`src/design/s_line_consts.svh`:
```
// constants for the s-interface line and multiframe logic
// assumes one 25 MHz core clock and a recovered bit strobe
`ifndef S_LINE_CONSTS_SVH
`define S_LINE_CONSTS_SVH

// clock and frame timing
`define CORE_CLK_HZ 25000000
`define FRAME_RATE_HZ 4000
`define FRAME_BITS 6'd48
`define BIT_CYCLES (`CORE_CLK_HZ / (`FRAME_RATE_HZ * 48))

// bit positions in the received frame
`define POS_FRAME 6'd0
`define POS_LAST 6'd47
`define POS_E0 6'd10
`define POS_E1 6'd22
`define POS_E2 6'd33
`define POS_E3 6'd44
`define POS_FA_RX 6'd12
`define POS_M_RX 6'd24
`define POS_S_RX 6'd35

// bit positions in the transmitted frame
`define POS_FA_TX 6'd13
`define POS_D0 6'd11
`define POS_D1 6'd24
`define POS_D2 6'd35
`define POS_D3 6'd46
`define TX_OFFSET 6'd2

// thresholds and multiframe shape
`define ANY_SIGNAL_MARKS 2'd3
`define FRAME_LOCK_MISSES 2'd2
`define MF_LAST_FRAME 5'd19
`define MF_SUB_LEN 3'd5
`define MF_GOOD_NEEDED 2'd3
`define MF_BAD_LIMIT 2'd3

`endif

```
`src/design/s_line_pkg.sv`:
```
// types shared by the s-interface line logic
// constants live in s_line_consts.svh
package s_line_pkg;

   // one line symbol as a pair of mark levels
   typedef struct packed {
      logic markHigh;
      logic markLow;
   } line_sym_t;

   // multiframe alignment states, one-hot
   typedef enum logic [2:0] {
      MF_OFF = 3'h1,
      MF_HUNT = 3'h2,
      MF_SYNC = 3'h4
   } mf_state_t;

endpackage

```
`src/design/s_line_unit.sv`:
```
// line coding, frame alignment, collision check and multiframe sync
// assumes a recovered bit strobe on core_clk and comparator pins from the line
`timescale 1ns/100ps
`include "s_line_consts.svh"

// Functional notes
// a binary one is a space and a binary zero is a mark of either polarity, both ways.
// successive zeros go out as marks of alternating polarity; the code repeats the last polarity for the framing zero at bit 0.
// a mark with the same polarity as the previous mark is flagged as a code violation.
// code violations locate the frame boundary and give frame alignment.
// a frame counts as any signal only with at least three marks in it.
// both directions use 48-bit frames.
// frames run at 4000 per second, set by the far end's bit timing.
// the frame layout is the same for point-to-point and multipoint.
// each echoed E bit is compared with the D bit sent to detect contention; the code compares only while frame lock is held.
// FA and M are watched only while multiframing is enabled and activation is F6 or F7.
// three good multiframes in a row set the synced flag and pulse a change of state.
// S bits are collected only from the multiframe after sync is reached.
// while multiframing, Q bits go out in transmit FA positions timed to the received frame.
// three bad multiframes, leaving F6/F7 or disabling drops sync with a change of state.
// a multiframe is twenty frames, FA one in frames 1, 6, 11, 16 and M one in frame 1.
module s_line_unit (
   // clock, reset, enable
   input wire logic core_clk,
   input wire logic arst_n,
   input wire logic clkEn,
   // receive line comparators and recovered bit timing
   input wire s_line_pkg::line_sym_t rxPins,
   input wire logic bitStrobe,
   // transmit line drive
   output s_line_pkg::line_sym_t txPins,
   // decoded receive stream
   output logic rxBit,
   output logic rxBitValid,
   output logic [5:0] rxBitPos,
   output logic frameLocked,
   output logic anySignal,
   output logic codeViolation,
   output logic collision,
   // transmit stream from the user
   input wire logic txBitIn,
   output logic txBitTake,
   // multiframe control and status
   input wire logic mfEnable,
   input wire logic actF6F7,
   input wire logic [4:0] qBits,
   output logic mfSynced,
   output logic mfChange,
   output logic [4:0] sWord,
   output logic sWordValid,
   output logic sFirstWord
);

   // three-stage pin synchroniser, update when stages two and three agree
   s_line_pkg::line_sym_t pinS1_reg, pinS2_reg, pinS3_reg, pinStable_reg, pinStable_next;
   always_ff @(posedge core_clk or negedge arst_n) begin
      if (!arst_n) begin
         pinS1_reg <= '0;
         pinS2_reg <= '0;
         pinS3_reg <= '0;
      end else if (clkEn) begin
         pinS1_reg <= rxPins;
         pinS2_reg <= pinS1_reg;
         pinS3_reg <= pinS2_reg;
      end
   end
   always_comb begin
      pinStable_next = (pinS2_reg == pinS3_reg) ? pinS3_reg : pinStable_reg;
   end

   // receive decode and frame alignment state
   logic [5:0] rxPos_reg, rxPos_next;
   logic lastPol_reg, lastPol_next, anyMark_reg, anyMark_next;
   logic [1:0] marks_reg, marks_next, miss_reg, miss_next;
   logic lock_reg, lock_next, sawF_reg, sawF_next, anySig_reg, anySig_next;
   logic rxBit_reg, rxBit_next, rxVal_reg, rxVal_next, cv_reg, cv_next;
   logic isMark, markPol, violation, frameEnd;

   // line symbol to binary, violation check and frame counting
   always_comb begin
      // mark is zero
      isMark = pinStable_reg.markHigh ^ pinStable_reg.markLow;
      markPol = pinStable_reg.markHigh;
      // same polarity repeat
      violation = bitStrobe && isMark && anyMark_reg && (markPol == lastPol_reg);
      // strobe-paced, one layout
      frameEnd = bitStrobe && (rxPos_reg == `POS_LAST);
      rxPos_next = rxPos_reg;
      lastPol_next = lastPol_reg;
      anyMark_next = anyMark_reg;
      marks_next = marks_reg;
      miss_next = miss_reg;
      lock_next = lock_reg;
      sawF_next = sawF_reg;
      anySig_next = anySig_reg;
      rxBit_next = rxBit_reg;
      rxVal_next = bitStrobe;
      cv_next = violation;
      if (bitStrobe) begin
         rxBit_next = !isMark;
         if (isMark) begin
            lastPol_next = markPol;
            anyMark_next = 1'b1;
            if (marks_reg != `ANY_SIGNAL_MARKS)
               marks_next = marks_reg + 2'd1;
         end
         rxPos_next = frameEnd ? `POS_FRAME : rxPos_reg + 6'd1;
         // violation marks bit zero
         if (violation && (rxPos_reg == `POS_FRAME))
            sawF_next = 1'b1;
         else if (violation && !lock_reg)
            rxPos_next = 6'd1;
         if (frameEnd) begin
            // three marks per frame
            anySig_next = (marks_next == `ANY_SIGNAL_MARKS);
            marks_next = 2'd0;
            sawF_next = 1'b0;
            if (sawF_reg) begin
               lock_next = 1'b1;
               miss_next = 2'd0;
            end else if (miss_reg == `FRAME_LOCK_MISSES - 2'd1) begin
               lock_next = 1'b0;
               miss_next = 2'd0;
            end else begin
               miss_next = miss_reg + 2'd1;
            end
         end
      end
   end
   always_ff @(posedge core_clk or negedge arst_n) begin
      if (!arst_n) begin
         pinStable_reg <= '0;
         rxPos_reg <= `POS_FRAME;
         lastPol_reg <= 1'b0;
         anyMark_reg <= 1'b0;
         marks_reg <= 2'd0;
         miss_reg <= 2'd0;
         lock_reg <= 1'b0;
         sawF_reg <= 1'b0;
         anySig_reg <= 1'b0;
         rxBit_reg <= 1'b1;
         rxVal_reg <= 1'b0;
         cv_reg <= 1'b0;
      end else if (clkEn) begin
         pinStable_reg <= pinStable_next;
         rxPos_reg <= rxPos_next;
         lastPol_reg <= lastPol_next;
         anyMark_reg <= anyMark_next;
         marks_reg <= marks_next;
         miss_reg <= miss_next;
         lock_reg <= lock_next;
         sawF_reg <= sawF_next;
         anySig_reg <= anySig_next;
         rxBit_reg <= rxBit_next;
         rxVal_reg <= rxVal_next;
         cv_reg <= cv_next;
      end
   end

   // multiframe alignment state
   s_line_pkg::mf_state_t mf_reg, mf_next;
   logic [4:0] mfFrame_reg, mfFrame_next, sShift_reg, sShift_next, sWord_reg, sWord_next;
   logic [1:0] good_reg, good_next, bad_reg, bad_next;
   logic faRx_reg, faRx_next, mRx_reg, mRx_next, sRx_reg, sRx_next;
   logic mfBad_reg, mfBad_next, sOn_reg, sOn_next, chg_reg, chg_next;
   logic sVal_reg, sVal_next, sFirst_reg, sFirst_next;
   logic faExp, mExp, frameOk, mfEnd, subEnd;

   // FA/M checking, sync counting and S-bit collection
   always_comb begin
      // expected FA and M
      faExp = (mfFrame_reg == 5'd0) || (mfFrame_reg == 5'd5) || (mfFrame_reg == 5'd10)
         || (mfFrame_reg == 5'd15);
      mExp = (mfFrame_reg == 5'd0);
      frameOk = (faRx_reg == faExp) && (mRx_reg == mExp);
      mfEnd = (mfFrame_reg == `MF_LAST_FRAME);
      subEnd = (mfFrame_reg == 5'd4) || (mfFrame_reg == 5'd9) || (mfFrame_reg == 5'd14)
         || mfEnd;
      mf_next = mf_reg;
      mfFrame_next = mfFrame_reg;
      sShift_next = sShift_reg;
      sWord_next = sWord_reg;
      good_next = good_reg;
      bad_next = bad_reg;
      faRx_next = faRx_reg;
      mRx_next = mRx_reg;
      sRx_next = sRx_reg;
      mfBad_next = mfBad_reg;
      sOn_next = sOn_reg;
      chg_next = 1'b0;
      sVal_next = 1'b0;
      sFirst_next = sFirst_reg;
      if (bitStrobe && rxPos_reg == `POS_FA_RX)
         faRx_next = !isMark;
      if (bitStrobe && rxPos_reg == `POS_M_RX)
         mRx_next = !isMark;
      if (bitStrobe && rxPos_reg == `POS_S_RX)
         sRx_next = !isMark;
      case (mf_reg)
         s_line_pkg::MF_OFF: begin
            // watch only when enabled in F6/F7
            if (mfEnable && actF6F7) begin
               mf_next = s_line_pkg::MF_HUNT;
               good_next = 2'd0;
               mfBad_next = 1'b0;
            end
         end
         s_line_pkg::MF_HUNT: begin
            if (!(mfEnable && actF6F7)) begin
               mf_next = s_line_pkg::MF_OFF;
            end else if (frameEnd && lock_reg) begin
               mfFrame_next = mfEnd ? 5'd0 : mfFrame_reg + 5'd1;
               if (faRx_reg && mRx_reg) begin
                  // realign on the frame-one pattern
                  mfFrame_next = 5'd1;
                  if (!mExp || mfBad_reg)
                     good_next = 2'd0;
                  mfBad_next = 1'b0;
               end else if (!frameOk) begin
                  good_next = 2'd0;
                  mfBad_next = 1'b1;
               end else if (mfEnd) begin
                  // three good multiframes
                  if (!mfBad_reg && good_reg == `MF_GOOD_NEEDED - 2'd1) begin
                     mf_next = s_line_pkg::MF_SYNC;
                     chg_next = 1'b1;
                     bad_next = 2'd0;
                     sOn_next = 1'b0;
                  end else if (!mfBad_reg) begin
                     good_next = good_reg + 2'd1;
                  end
                  mfBad_next = 1'b0;
               end
            end
         end
         s_line_pkg::MF_SYNC: begin
            // loss on exit, disable or three bad
            if (!(mfEnable && actF6F7)) begin
               mf_next = s_line_pkg::MF_OFF;
               chg_next = 1'b1;
            end else if (frameEnd && lock_reg) begin
               mfFrame_next = mfEnd ? 5'd0 : mfFrame_reg + 5'd1;
               // collect from next multiframe on
               if (mfFrame_reg == 5'd0)
                  sOn_next = 1'b1;
               if (sOn_next) begin
                  sShift_next = {sShift_reg[3:0], sRx_reg};
                  if (subEnd) begin
                     sWord_next = sShift_next;
                     sVal_next = 1'b1;
                     sFirst_next = (mfFrame_reg == 5'd4);
                  end
               end
               if (mfEnd) begin
                  mfBad_next = 1'b0;
                  if (mfBad_reg || !frameOk) begin
                     if (bad_reg == `MF_BAD_LIMIT - 2'd1) begin
                        mf_next = s_line_pkg::MF_HUNT;
                        chg_next = 1'b1;
                        sVal_next = 1'b0; // no word once sync is lost
                        good_next = 2'd0;
                     end else begin
                        bad_next = bad_reg + 2'd1;
                     end
                  end else begin
                     bad_next = 2'd0;
                  end
               end else if (!frameOk) begin
                  mfBad_next = 1'b1;
               end
            end
         end
         default: mf_next = s_line_pkg::MF_OFF;
      endcase
   end
   always_ff @(posedge core_clk or negedge arst_n) begin
      if (!arst_n) begin
         mf_reg <= s_line_pkg::MF_OFF;
         mfFrame_reg <= 5'd0;
         sShift_reg <= 5'd0;
         sWord_reg <= 5'd0;
         good_reg <= 2'd0;
         bad_reg <= 2'd0;
         faRx_reg <= 1'b0;
         mRx_reg <= 1'b0;
         sRx_reg <= 1'b0;
         mfBad_reg <= 1'b0;
         sOn_reg <= 1'b0;
         chg_reg <= 1'b0;
         sVal_reg <= 1'b0;
         sFirst_reg <= 1'b0;
      end else if (clkEn) begin
         mf_reg <= mf_next;
         mfFrame_reg <= mfFrame_next;
         sShift_reg <= sShift_next;
         sWord_reg <= sWord_next;
         good_reg <= good_next;
         bad_reg <= bad_next;
         faRx_reg <= faRx_next;
         mRx_reg <= mRx_next;
         sRx_reg <= sRx_next;
         mfBad_reg <= mfBad_next;
         sOn_reg <= sOn_next;
         chg_reg <= chg_next;
         sVal_reg <= sVal_next;
         sFirst_reg <= sFirst_next;
      end
   end

   // transmit state
   logic [5:0] txPos_reg, txPos_next;
   logic txPol_reg, txPol_next, lastD_reg, lastD_next, col_reg, col_next;
   s_line_pkg::line_sym_t txSym_reg, txSym_next;
   logic txBitNow, qBit, isDPos, isEPos;

   // encoder, Q insertion and E/D contention check
   always_comb begin
      // Q bits in transmit FA
      case (mf_reg)
         s_line_pkg::MF_SYNC: begin
            case (mfFrame_reg)
               5'd0: qBit = qBits[3];
               5'd5: qBit = qBits[2];
               5'd10: qBit = qBits[1];
               5'd15: qBit = qBits[0];
               default: qBit = 1'b0;
            endcase
         end
         s_line_pkg::MF_HUNT: qBit = qBits[4];
         default: qBit = 1'b0;
      endcase
      isDPos = (txPos_reg == `POS_D0) || (txPos_reg == `POS_D1) || (txPos_reg == `POS_D2)
         || (txPos_reg == `POS_D3);
      isEPos = (rxPos_reg == `POS_E0) || (rxPos_reg == `POS_E1) || (rxPos_reg == `POS_E2)
         || (rxPos_reg == `POS_E3);
      txBitNow = txBitIn;
      if (txPos_reg == `POS_FRAME)
         txBitNow = 1'b0;
      else if (txPos_reg == `POS_FA_TX && mf_reg != s_line_pkg::MF_OFF)
         txBitNow = qBit;
      txPos_next = txPos_reg;
      txPol_next = txPol_reg;
      txSym_next = txSym_reg;
      lastD_next = lastD_reg;
      col_next = 1'b0;
      if (bitStrobe) begin
         // frame timed from the received frame
         txPos_next = (rxPos_reg == `TX_OFFSET) ? 6'd1 :
            ((txPos_reg == `POS_LAST) ? `POS_FRAME : txPos_reg + 6'd1);
         // one is a space
         txSym_next = '0;
         if (!txBitNow) begin
            if (txPos_reg == `POS_FRAME) begin
               // framing mark repeats polarity on purpose
               txSym_next.markHigh = txPol_reg;
               txSym_next.markLow = !txPol_reg;
            end else begin
               // alternate mark polarity
               txSym_next.markHigh = !txPol_reg;
               txSym_next.markLow = txPol_reg;
               txPol_next = !txPol_reg;
            end
         end
         if (isDPos)
            lastD_next = txBitNow;
         // echo compare
         if (lock_reg && isEPos && (!isMark != lastD_reg))
            col_next = 1'b1;
      end
   end
   always_ff @(posedge core_clk or negedge arst_n) begin
      if (!arst_n) begin
         txPos_reg <= `POS_FRAME;
         txPol_reg <= 1'b0;
         txSym_reg <= '0;
         lastD_reg <= 1'b1;
         col_reg <= 1'b0;
      end else if (clkEn) begin
         txPos_reg <= txPos_next;
         txPol_reg <= txPol_next;
         txSym_reg <= txSym_next;
         lastD_reg <= lastD_next;
         col_reg <= col_next;
      end
   end

   // outputs
   assign txPins = txSym_reg;
   assign txBitTake = clkEn && bitStrobe && (txPos_reg != `POS_FRAME)
      && !(txPos_reg == `POS_FA_TX && mf_reg != s_line_pkg::MF_OFF);
   assign rxBit = rxBit_reg;
   assign rxBitValid = rxVal_reg;
   assign rxBitPos = rxPos_reg;
   assign frameLocked = lock_reg;
   assign anySignal = anySig_reg;
   assign codeViolation = cv_reg;
   assign collision = col_reg;
   assign mfSynced = (mf_reg == s_line_pkg::MF_SYNC);
   assign mfChange = chg_reg;
   assign sWord = sWord_reg;
   assign sWordValid = sVal_reg;
   assign sFirstWord = sFirst_reg;

endmodule // s_line_unit

```
`config.mk`:
```
export PLATFORM = sky130hd
export DESIGN_NAME = s_line_unit
export DESIGN_NICKNAME = d
export VERILOG_FILES = /design/src/design/s_line_pkg.sv /design/src/design/s_line_unit.sv
export VERILOG_INCLUDE_DIRS = /design/src /design/src/design
export SDC_FILE = /design/constraint.sdc
export NUM_CORES = 1
export LEC_CHECK = 0
export ABC_AREA = 1
export BUFFER_PORTS_ARGS = -buffer_cell sky130_fd_sc_hd__clkbuf_2
export CAP_MARGIN = 40
export CORE_UTILIZATION = 55
export CTS_CLUSTER_DIAMETER = 30
export DETAILED_ROUTE_END_ITERATION = 8
export PLACE_DENSITY_LB_ADDON = 0.25
export SLEW_MARGIN = 20
export SYNTH_ARGS = -nofsm -noshare
export SYNTH_HDL_FRONTEND = slang
export SYNTH_SLANG_ARGS = --single-unit
```
`constraint.sdc`:
```
create_clock -name core_clk -period 4.2 [get_ports core_clk]
set_input_delay 0.21 -clock core_clk [delete_from_list [all_inputs] [get_ports core_clk]]
set_output_delay 0.21 -clock core_clk [all_outputs]
set_load 0.005 [all_outputs]
```
## After elaboration in Yosys (flattened, before gate mapping)

Index checks and enable logic that the tools add are counted.

| operators by class | value |
|---|---|
| $add $sub $neg | 7 |
| equal/unequal tests | 63 |
| mux-type cells | 114 |
| bitwise operators | 3 |
| reductions and logical operators | 68 |

Operator list:

| operator | number |
|---|---|
| $mux 2 | 33 |
| $mux 1 | 49 |
| $eq 6x6->1 const B | 7 |
| $mux 3 | 12 |
| $mux 5 | 6 |
| $mux 6 | 5 |
| $eq 6x4->1 const B | 4 |
| $ne 3x3->1 const B | 8 |
| $eq 5x4->1 const B | 4 |
| $logic_and 1x1->1 | 20 |
| $eq 6x5->1 const B | 3 |
| $ne 2x2->1 const B | 8 |
| $logic_or 1x1->1 | 14 |
| $reduce_and 14->1 | 1 |
| $add 6x1->6 const B | 2 |
| $logic_not 6->1 | 2 |
| $ne 3x2->1 const B | 4 |
| $ne 4x4->1 const B | 3 |
| $reduce_and 12->1 | 1 |
| $reduce_and 3->1 | 4 |
| $reduce_and 6->1 | 2 |
| $reduce_and 11->1 | 1 |
| $eq 5x3->1 const B | 2 |
| $ne 2x1->1 const B | 5 |
| other kinds (32) | 55 |

| word-level totals | value |
|---|---|
| register bits | 66 |
| output and inout port bits | 24 |
| word-level logic and storage cells | 294 |

## Logic depth before layout (Yosys ltp)

Gate-level depths: netlist (run 1).

| logic depth | value |
|---|---|
| word-level depth | 13 |
| mapped depth | 15 |
| gate-level depth less buffers | 15 |

## Least setup slack after synthesis (run 1)

No wires, ideal clock.

| timing path | value |
|---|---|
| path kind | register to register |
| start | register mfFrame_reg[0] |
| end | register mf_reg[1] |
| arrival time | 1.779 ns |
| required time | 4.076 ns |
| slack | 2.297 ns |
| cell stages (with the launch flop) | 15 |
| buffers on the path | 0 |
| cells stage by stage | dfrtp_1 > ha_1 > inv_1 > nor2_1 > ha_1 > inv_1 > nand2_4 > nor2_2 > nor2_1 > nor2_2 > nand3_2 > a21oi_4 > nand2_4 > nand2_1 > nand2_1 |

| on the way | value |
|---|---|
| word-level cells in the longest chain between the ends | 10 |

RTL lines:

| what | line | text |
|---|---|---|
| from (decl) | s_line_unit.sv:162 | `logic [4:0] mfFrame_reg, mfFrame_next, sShift_reg, sShift_next, sWord_reg, sWord_next;` |
| from (signal assigned) | s_line_unit.sv:294 | `mfFrame_reg <= mfFrame_next;` |
| $eq 5x3->1 / $logic_not 5->1 (equally long branches) | s_line_unit.sv:172, s_line_unit.sv:174 |  |
| $logic_or 1x1->1 (2 in a row) | s_line_unit.sv:172 | `faExp = (mfFrame_reg == 5'd0) \|\| (mfFrame_reg == 5'd5) \|\| (mfFrame_reg == 5'd10)` |
| $logic_or 1x1->1 | s_line_unit.sv:173 | `\|\| (mfFrame_reg == 5'd15);` |
| $eq 1x1->1 | s_line_unit.sv:175 | `frameOk = (faRx_reg == faExp) && (mRx_reg == mExp);` |
| $logic_and 1x1->1 | s_line_unit.sv:175 |  |
| $logic_not 1->1 | n/a |  |
| $logic_or 1x1->1 | s_line_unit.sv:256 | `if (mfBad_reg \|\| !frameOk) begin` |
| $ne 3x2->1 (no line) | n/a |  |
| $reduce_and 11->1 (no line) (*) | n/a |  |
| to (signal assigned) | s_line_unit.sv:278 | `mf_reg <= s_line_pkg::MF_OFF;` |
| to (signal assigned) | s_line_unit.sv:293 | `mf_reg <= mf_next;` |
| to (decl) | s_line_unit.sv:161 | `s_line_pkg::mf_state_t mf_reg, mf_next;` |

Every way passes the cells marked *; elsewhere a longest branch is shown, timed or not.
A chain may end at the register's enable or synchronous reset.

## Worst setup path after layout (run 1)

| timing path | value |
|---|---|
| start | register mfFrame_reg[0] |
| end | register sWord_reg[2], in the netlist sWord[2] |

| on the way | value |
|---|---|
| word-level cells in the longest chain between the ends | 6 |

RTL lines:

| what | line | text |
|---|---|---|
| $logic_not 5->1 | s_line_unit.sv:244 | `if (mfFrame_reg == 5'd0)` |
| $mux 1 | s_line_unit.sv:244 |  |
| $mux 1 | s_line_unit.sv:241 | `end else if (frameEnd && lock_reg) begin` |
| $mux 1 | s_line_unit.sv:238 | `if (!(mfEnable && actF6F7)) begin` |
| $mux 1 | s_line_unit.sv:199 | `case (mf_reg)` |
| $reduce_and 6->1 (no line) (*) | n/a |  |
| to (signal assigned) | s_line_unit.sv:296 | `sWord_reg <= sWord_next;` |
| to (decl) | s_line_unit.sv:162 |  |

Every way passes the cells marked *; elsewhere a longest branch is shown, timed or not. The select of a mux whose other input is x is not followed.

==> metrics.txt, run 1 <==
Post-Synth XOR/XNOR Area=0.0203; CP Class=flop to flop; CTS tree=yes; clock slew at reported path FFs=0.08 ns; Synth area leaders=dfrtp_1 41%, nand2_1 10%, inv_1 6.6%, nor2_1 5.9%, ha_1 4.9%; total track usage=0.245; Rel. slew slack=0.571; Num CTS Buffers=9; Mapped Area=3830 sq um; setup violators final=0; Place WS=1.87 ns; final setup skew=0.0105 ns; fmax=424 MHz; Antenna Violating Nets Remaining=0; Peak supply drop=0.305 mV; CP max FO=12; post-synthesis net count=516; post-synth top area cell=dfrtp_1; Core Util, Final=0.637; PD cells=449 nW/um^2; initial antenna violation count=0; number of enable flip-flop cells after synthesis=0; total die area=7300 sq um; Worst setup EP type=flop; commonest non-fill, non-tap cell in the layout=nand2_1; cell total after placement=599; Synth cell types=44; Residual DRC=0; H-tree Lvls=3; DP Area=4090 sq um; via/cell ratio=5.33; fin worst setup slack=1.84 ns; drt first pass iters=4; endpoints failing hold=0; total grt overflow=0; clk sinks=66; wire per inst=13.1 um; Mapped Cells=487; Starting Density=0.567; Worst EP arrival=2.58 ns; setup tns final=0 ns; Filler Cell Count=617; Synth Area in Compound Gates=0.119; Static Leak=2.15 nW; largest net degree at the start of global routing=40; Yosys reg bits=66; Diodes inserted=0; Routed WL=8090 um; adder-cell share of the synthesized area=0.0490; mux cell area share after synthesis=0; gpl congestion=0.899; RSZ-0062 raised after global routing=false; fin crit share=0.562; final instance area=4300 sq um; Yosys Warn Count=0; Site Rows=30; Layout Cells excl Fill=616; Max Root-Sink Buffers=2; Core Region=6760 sq um; vias in the first global route=3,209; post_cts resized=0; Main synth FF type=dfrtp_1; top cell type's share of synthesized area=0.412; Die W=85.4 um; Post CTS Setup Buffer Count=0; Synth Area in Simple Gates=0.303; first-pass GRT wire length=14,100 um; initial drt markers=215; Max Transition Viols Final=0; worst-margin pin slew=0.644 ns; async set-or-reset flop fraction in the synthesized netlist=1.00; largest family of logic cells by synthesized area=simple AND/OR/NAND/NOR gates; crit path launch type=flop; Seq/Total Area, Yosys=0.432; Vias=3,281; Fin Hold WS=0.0632 ns; fin crit period=2.36 ns; Hold WC Path Type=input port to flop; Clk Latency, worst-skew pair=0.34 ns; share of layout cells above drive strength 1=0.177; status=finished, final reports clean; Worst EP required=4.42 ns; NumNets Final=560; I/O Buffers=37; Detail Placement HPWL=6040 um; syn avg cell area=7.86 sq um; clk root buf=clkbuf_8; Max-Cap Viols=0; most frequent cells in the layout=106 x nand2_1, 67 x inv_1, 63 x dfrtp_1; Synth-to-Final Area Change=12.4%; total chip power=1.93 mW; Die Y=85.4 um; I/O pins=38
-- path summary, 6_finish.rpt --
check,cells past startpoint,slack (ns),startpoint,end
max,9,1.84,mfFrame_reg[0],sWord[2]
min,3,0.06,rxPins[0],pinS1_reg[0]
min in group asynchronous,2,0.42,arst_n,mfFrame_reg[3]
max reg2reg,9,1.84,mfFrame_reg[0],sWord[2]
max in group asynchronous,3,2.83,arst_n,rxBit
min reg2reg,2,0.47,rxBitValid,rxBitValid
-- repair_timing --
action / 4_1_cts / 5_1_grt
setup endpoints to repair: 0 / 0
hold buffers: 1 / 0
hold endpoints to repair: 27 / 0
-- cell type report --
cell class              count  area, sq um  area share
flip-flops and latches     66         1660       0.385
multi-input cells         344         1880       0.437
clock inverters             7         75.1      0.0175
inverters                  71          267      0.0620
well taps                  80          100      0.0233
clock buffers               9          124      0.0288
repair buffers             39          203      0.0471
-- layer usage --
| layer | global-route usage | part of all wire |
|---|---|---|
| met4 | 0.102 | 0.019 |
| met3 | 0.0447 | 0.036 |
| met2 | 0.409 | 0.48 |
| met5 | 0 | 0 |
| met1 | 0.314 | 0.47 |
-- worst max-delay path, cell delays in order (launching register included) --
cell	delay (ns)
dfrtp_1	0.43
inv_1	0.11
ha_1	0.14
inv_1	0.06
nor2_4	0.16
nand2_8	0.10
a2111oi_4	0.57
nand2_1	0.42
nand2_1	0.19
o21ai_2	0.07
-- cells in the mapped netlist (all sizes together), types with 2 or more instances --
master / number
or2: 2
nor2: 65
nor4: 4
nor3: 13
nand3: 36
o22ai: 2
clkbuf: 3
dfrtp: 63
xnor2: 2
inv: 70
nand4: 12
nand2: 116
o21bai: 3
o21ai: 34
a21oi: 24
buf: 3
xor2: 6
dfstp: 3
ha: 15
-- where the power goes --
| group | internal (mW) | switching [mW] |
|---|---|---|
| logic | 0.191 | 0.343 |
| registers | 0.751 | 0.105 |
| clock network | 0.278 | 0.264 |
-- cells by family (layout without fill, tap and decap cells) --
logic type / after synthesis / count (layout)
XOR/XNOR: 8 / 8
AND/OR/NAND/NOR: 249 / 249
flip-flops: 66 / 66
adder cells (fa/ha/maj): 15 / 15
buffers and inverters: 77 / 126
AO/OA/AOI/OAI: 72 / 72
No activity file was read; power rests on OpenSTA's default activity.
==> run 2: changes to the inputs <==
Settings changed: ABC_AREA 1 to 0, CORE_UTILIZATION 55 to 54.
Clock period 4.2 ns to 2 ns, I/O delays scaled along.
==> metrics.txt, run 2 <==
total grt overflow=0 (unchanged); Synth area leaders=dfrtp_1 41%, mux2_2 6.8%, ha_1 4.9%, o21ai_0 4.0%, nor2_1 3.4%; Detail Placement HPWL=6460 um (+7.0%); Hold WC Path Type=input port to flop; Peak supply drop=0.678 mV (+120%); Vias=3,456 (+5.3%); total track usage=0.281 (+0.0360); mux cell area share after synthesis=0.0820 (+0.0820); wire per inst=17.2 um (+31%); Routed WL=10,300 um (+27%); largest net degree at the start of global routing=67 (+68%); Yosys reg bits=66 (unchanged); number of enable flip-flop cells after synthesis=0 (unchanged); Clk Latency, worst-skew pair=0.35 ns (about the same); Max Root-Sink Buffers=2 (unchanged); clk sinks=66 (unchanged); synth cell count leaders=63 x dfrtp_1, 34 x nor2_1, 30 x nand2_1, 30 x o21ai_0, 23 x mux2_2; Mapped Area=3800 sq um (-0.75%); I/O pins=38 (unchanged); count leader, synth=dfrtp_1; post-synthesis net count=421 (-18%); async set-or-reset flop fraction in the synthesized netlist=1.00 (unchanged); syn avg cell area=9.69 sq um (+23%); Antenna Violating Nets Remaining=0 (unchanged); Filler Cell Count=442 (-28%); H-tree Lvls=3 (unchanged); NumNets Final=526 (-6.1%); share of layout cells above drive strength 1=0.432 (+0.255); largest family of logic cells by synthesized area=simple AND/OR/NAND/NOR gates; Post-Synth XOR/XNOR Area=0.0365 (+0.0163); Residual DRC=0 (unchanged); adder-cell share of the synthesized area=0.0494 (+0.000371); Place WS=-0.468 ns (-2.34 ns); Diodes inserted=0 (unchanged); Core Region=6790 sq um (+0.56%); PD cells=845 nW/um^2 (+88%); Static Leak=2.30 nW (+6.9%); Site Rows=30 (unchanged); fin crit share=1.22 (+0.656); violated checks=negative setup slack; endpoints failing hold=0 (unchanged); worst-margin pin slew=0.597 ns (-0.0464 ns); clk root buf=clkbuf_8; via/cell ratio=5.78 (+8.5%); Synth Area in Simple Gates=0.205 (-0.0978); multi-input logic area=2350 sq um (+25%); status=finished, violations left; vias in the first global route=3,338 (+4.0%); I/O Buffers=37 (unchanged); top cell type's share of synthesized area=0.415 (+0.00312); cell total after placement=567 (-5.3%); CP Class=flop to flop; CP max FO=4 (-8); fmax=411 MHz (-3.1%); clock slew at reported path FFs=0.08 ns (about the same); Max Transition Viols Final=0 (unchanged); Storage cell area=1660 sq um (+0.15%); RSZ-0062 raised after global routing=true; Rel. slew slack=0.599 (+0.0279); Yosys Warn Count=0 (unchanged); drt first pass iters=5 (+1); Max-Cap Viols=0 (unchanged); initial antenna violation count=0 (unchanged); Num CTS Buffers=9 (unchanged); Worst setup EP type=flop; crit path launch type=flop; Worst EP arrival=2.67 ns (+0.09 ns); Layout Cells excl Fill=598 (-2.9%); initial drt markers=264 (+23%); gpl congestion=0.915 (+1.8%); CTS tree=yes; fin worst setup slack=-0.436 ns (-2.28 ns); final setup skew=0.00782 ns (-0.00271 ns); Die Y=85.9 um (+0.53%); Die W=85.9 um (+0.53%); setup violators final=26 (+26); most frequent cells in the layout=63 x buf_4, 61 x dfrtp_1, 36 x clkbuf_2; Mapped Cells=392 (-20%); Synth-to-Final Area Change=37.3%; Starting Density=0.559 (-0.00737); Worst EP required=2.23 ns (-2.19 ns); fin crit period=2.44 ns (+0.0767 ns); Seq/Total Area, Yosys=0.436 (+0.00327); post-synth top area cell=dfrtp_1; Main synth FF type=dfrtp_1; Synth Area in Compound Gates=0.151 (+0.0322); Synth cell types=65 (+48%); first-pass GRT wire length=15,900 um (+13%); commonest non-fill, non-tap cell in the layout=buf_4; total die area=7380 sq um (+1.1%)
run 2: cell families after synthesis:
kind of cell	count (synthesis)
compound gates	89
flops	66
mux	27
xor+xnor	15
fa+ha+maj	15
buf+inv	38
simple gates	142
run 2: worst paths after layout:
path / slack [ns] / depth (start not counted) / end / from
setup reg to reg: -0.44 / 9 / good_reg[1] / mfFrame_reg[1]
setup / recovery: -0.44 / 9 / good_reg[1] / mfFrame_reg[1]
hold reg to reg: 0.47 / 1 / anyMark_reg / anyMark_reg
min in group asynchronous: 0.29 / 3 / sWord[4] / arst_n
hold / removal: 0.1 / 2 / collision / clkEn
max in group asynchronous: 1.37 / 3 / lastD_reg / arst_n
run 2: power by group:
group	total, mW	switching [mW]	internal (mW)	leakage, nW
combinational	1.40	0.738	0.657	1.37
clock	1.22	0.567	0.648	0.0982
sequential	1.80	0.219	1.58	0.828
total	4.41	1.52	2.88	2.30
run 2: through the flow:
stage | setup TNS (ns) | utilization | power (mW) | area, sq um | hold slack [ns]
floorplan | -2.89 | - | 2.57 | 3860 | -0.196
global placement | -4.87 | 0.670 | 3.02 | 4550 | 0.145
detailed placement | -6.20 | 0.670 | 3.06 | 4550 | 0.147
CTS | -3.98 | 0.740 | 4.32 | 5030 | 0.0920
global route | -8.12 | 0.768 | 4.65 | 5220 | 0.126
finish | -6.59 | 0.768 | 4.41 | 5220 | 0.0991
run 2: area by class of cell:
class	count	share of cell area
inverters	20	0.0156
clock buffers	11	0.0290
flip-flops and latches	66	0.318
multi-input cells	288	0.450
well taps	96	0.0230
clock inverters	5	0.0118
repair buffers	112	0.153
run 2: what timing repair did:
| action | 4_1_cts | 5_1_grt |
|---|---|---|
| hold buffers | 3 | 0 |
| buffers inserted | 9 | 4 |
| setup endpoints to repair | 25 | 27 |
| pin swaps | 12 | 14 |
| hold endpoints to repair | 65 | 0 |
| gates resized for setup | 34 | 36 |
run 2: routing by layer:
| metal | vias to the layer above | wire (um) | track usage |
|---|---|---|---|
| li1 | 1612 | - | - |
| met1 | 1698 | 4240 | 0.353 |
| met2 | 114 | 5280 | 0.479 |
| met3 | 32 | 470 | 0.0385 |
| met4 | 0 | 311 | 0.132 |
| met5 | - | 0 | 0 |
run 2: critical path, cell delays in order, from the launching register on:
cell and delay [ns]:
dfrtp_2 0.46, inv_4 0.10, ha_4 0.14, nor4b_4 0.35, xor2_2 0.21, buf_4 0.18
nor2_1 0.07, a211oi_2 0.32, o221ai_2 0.18, mux2_4 0.32
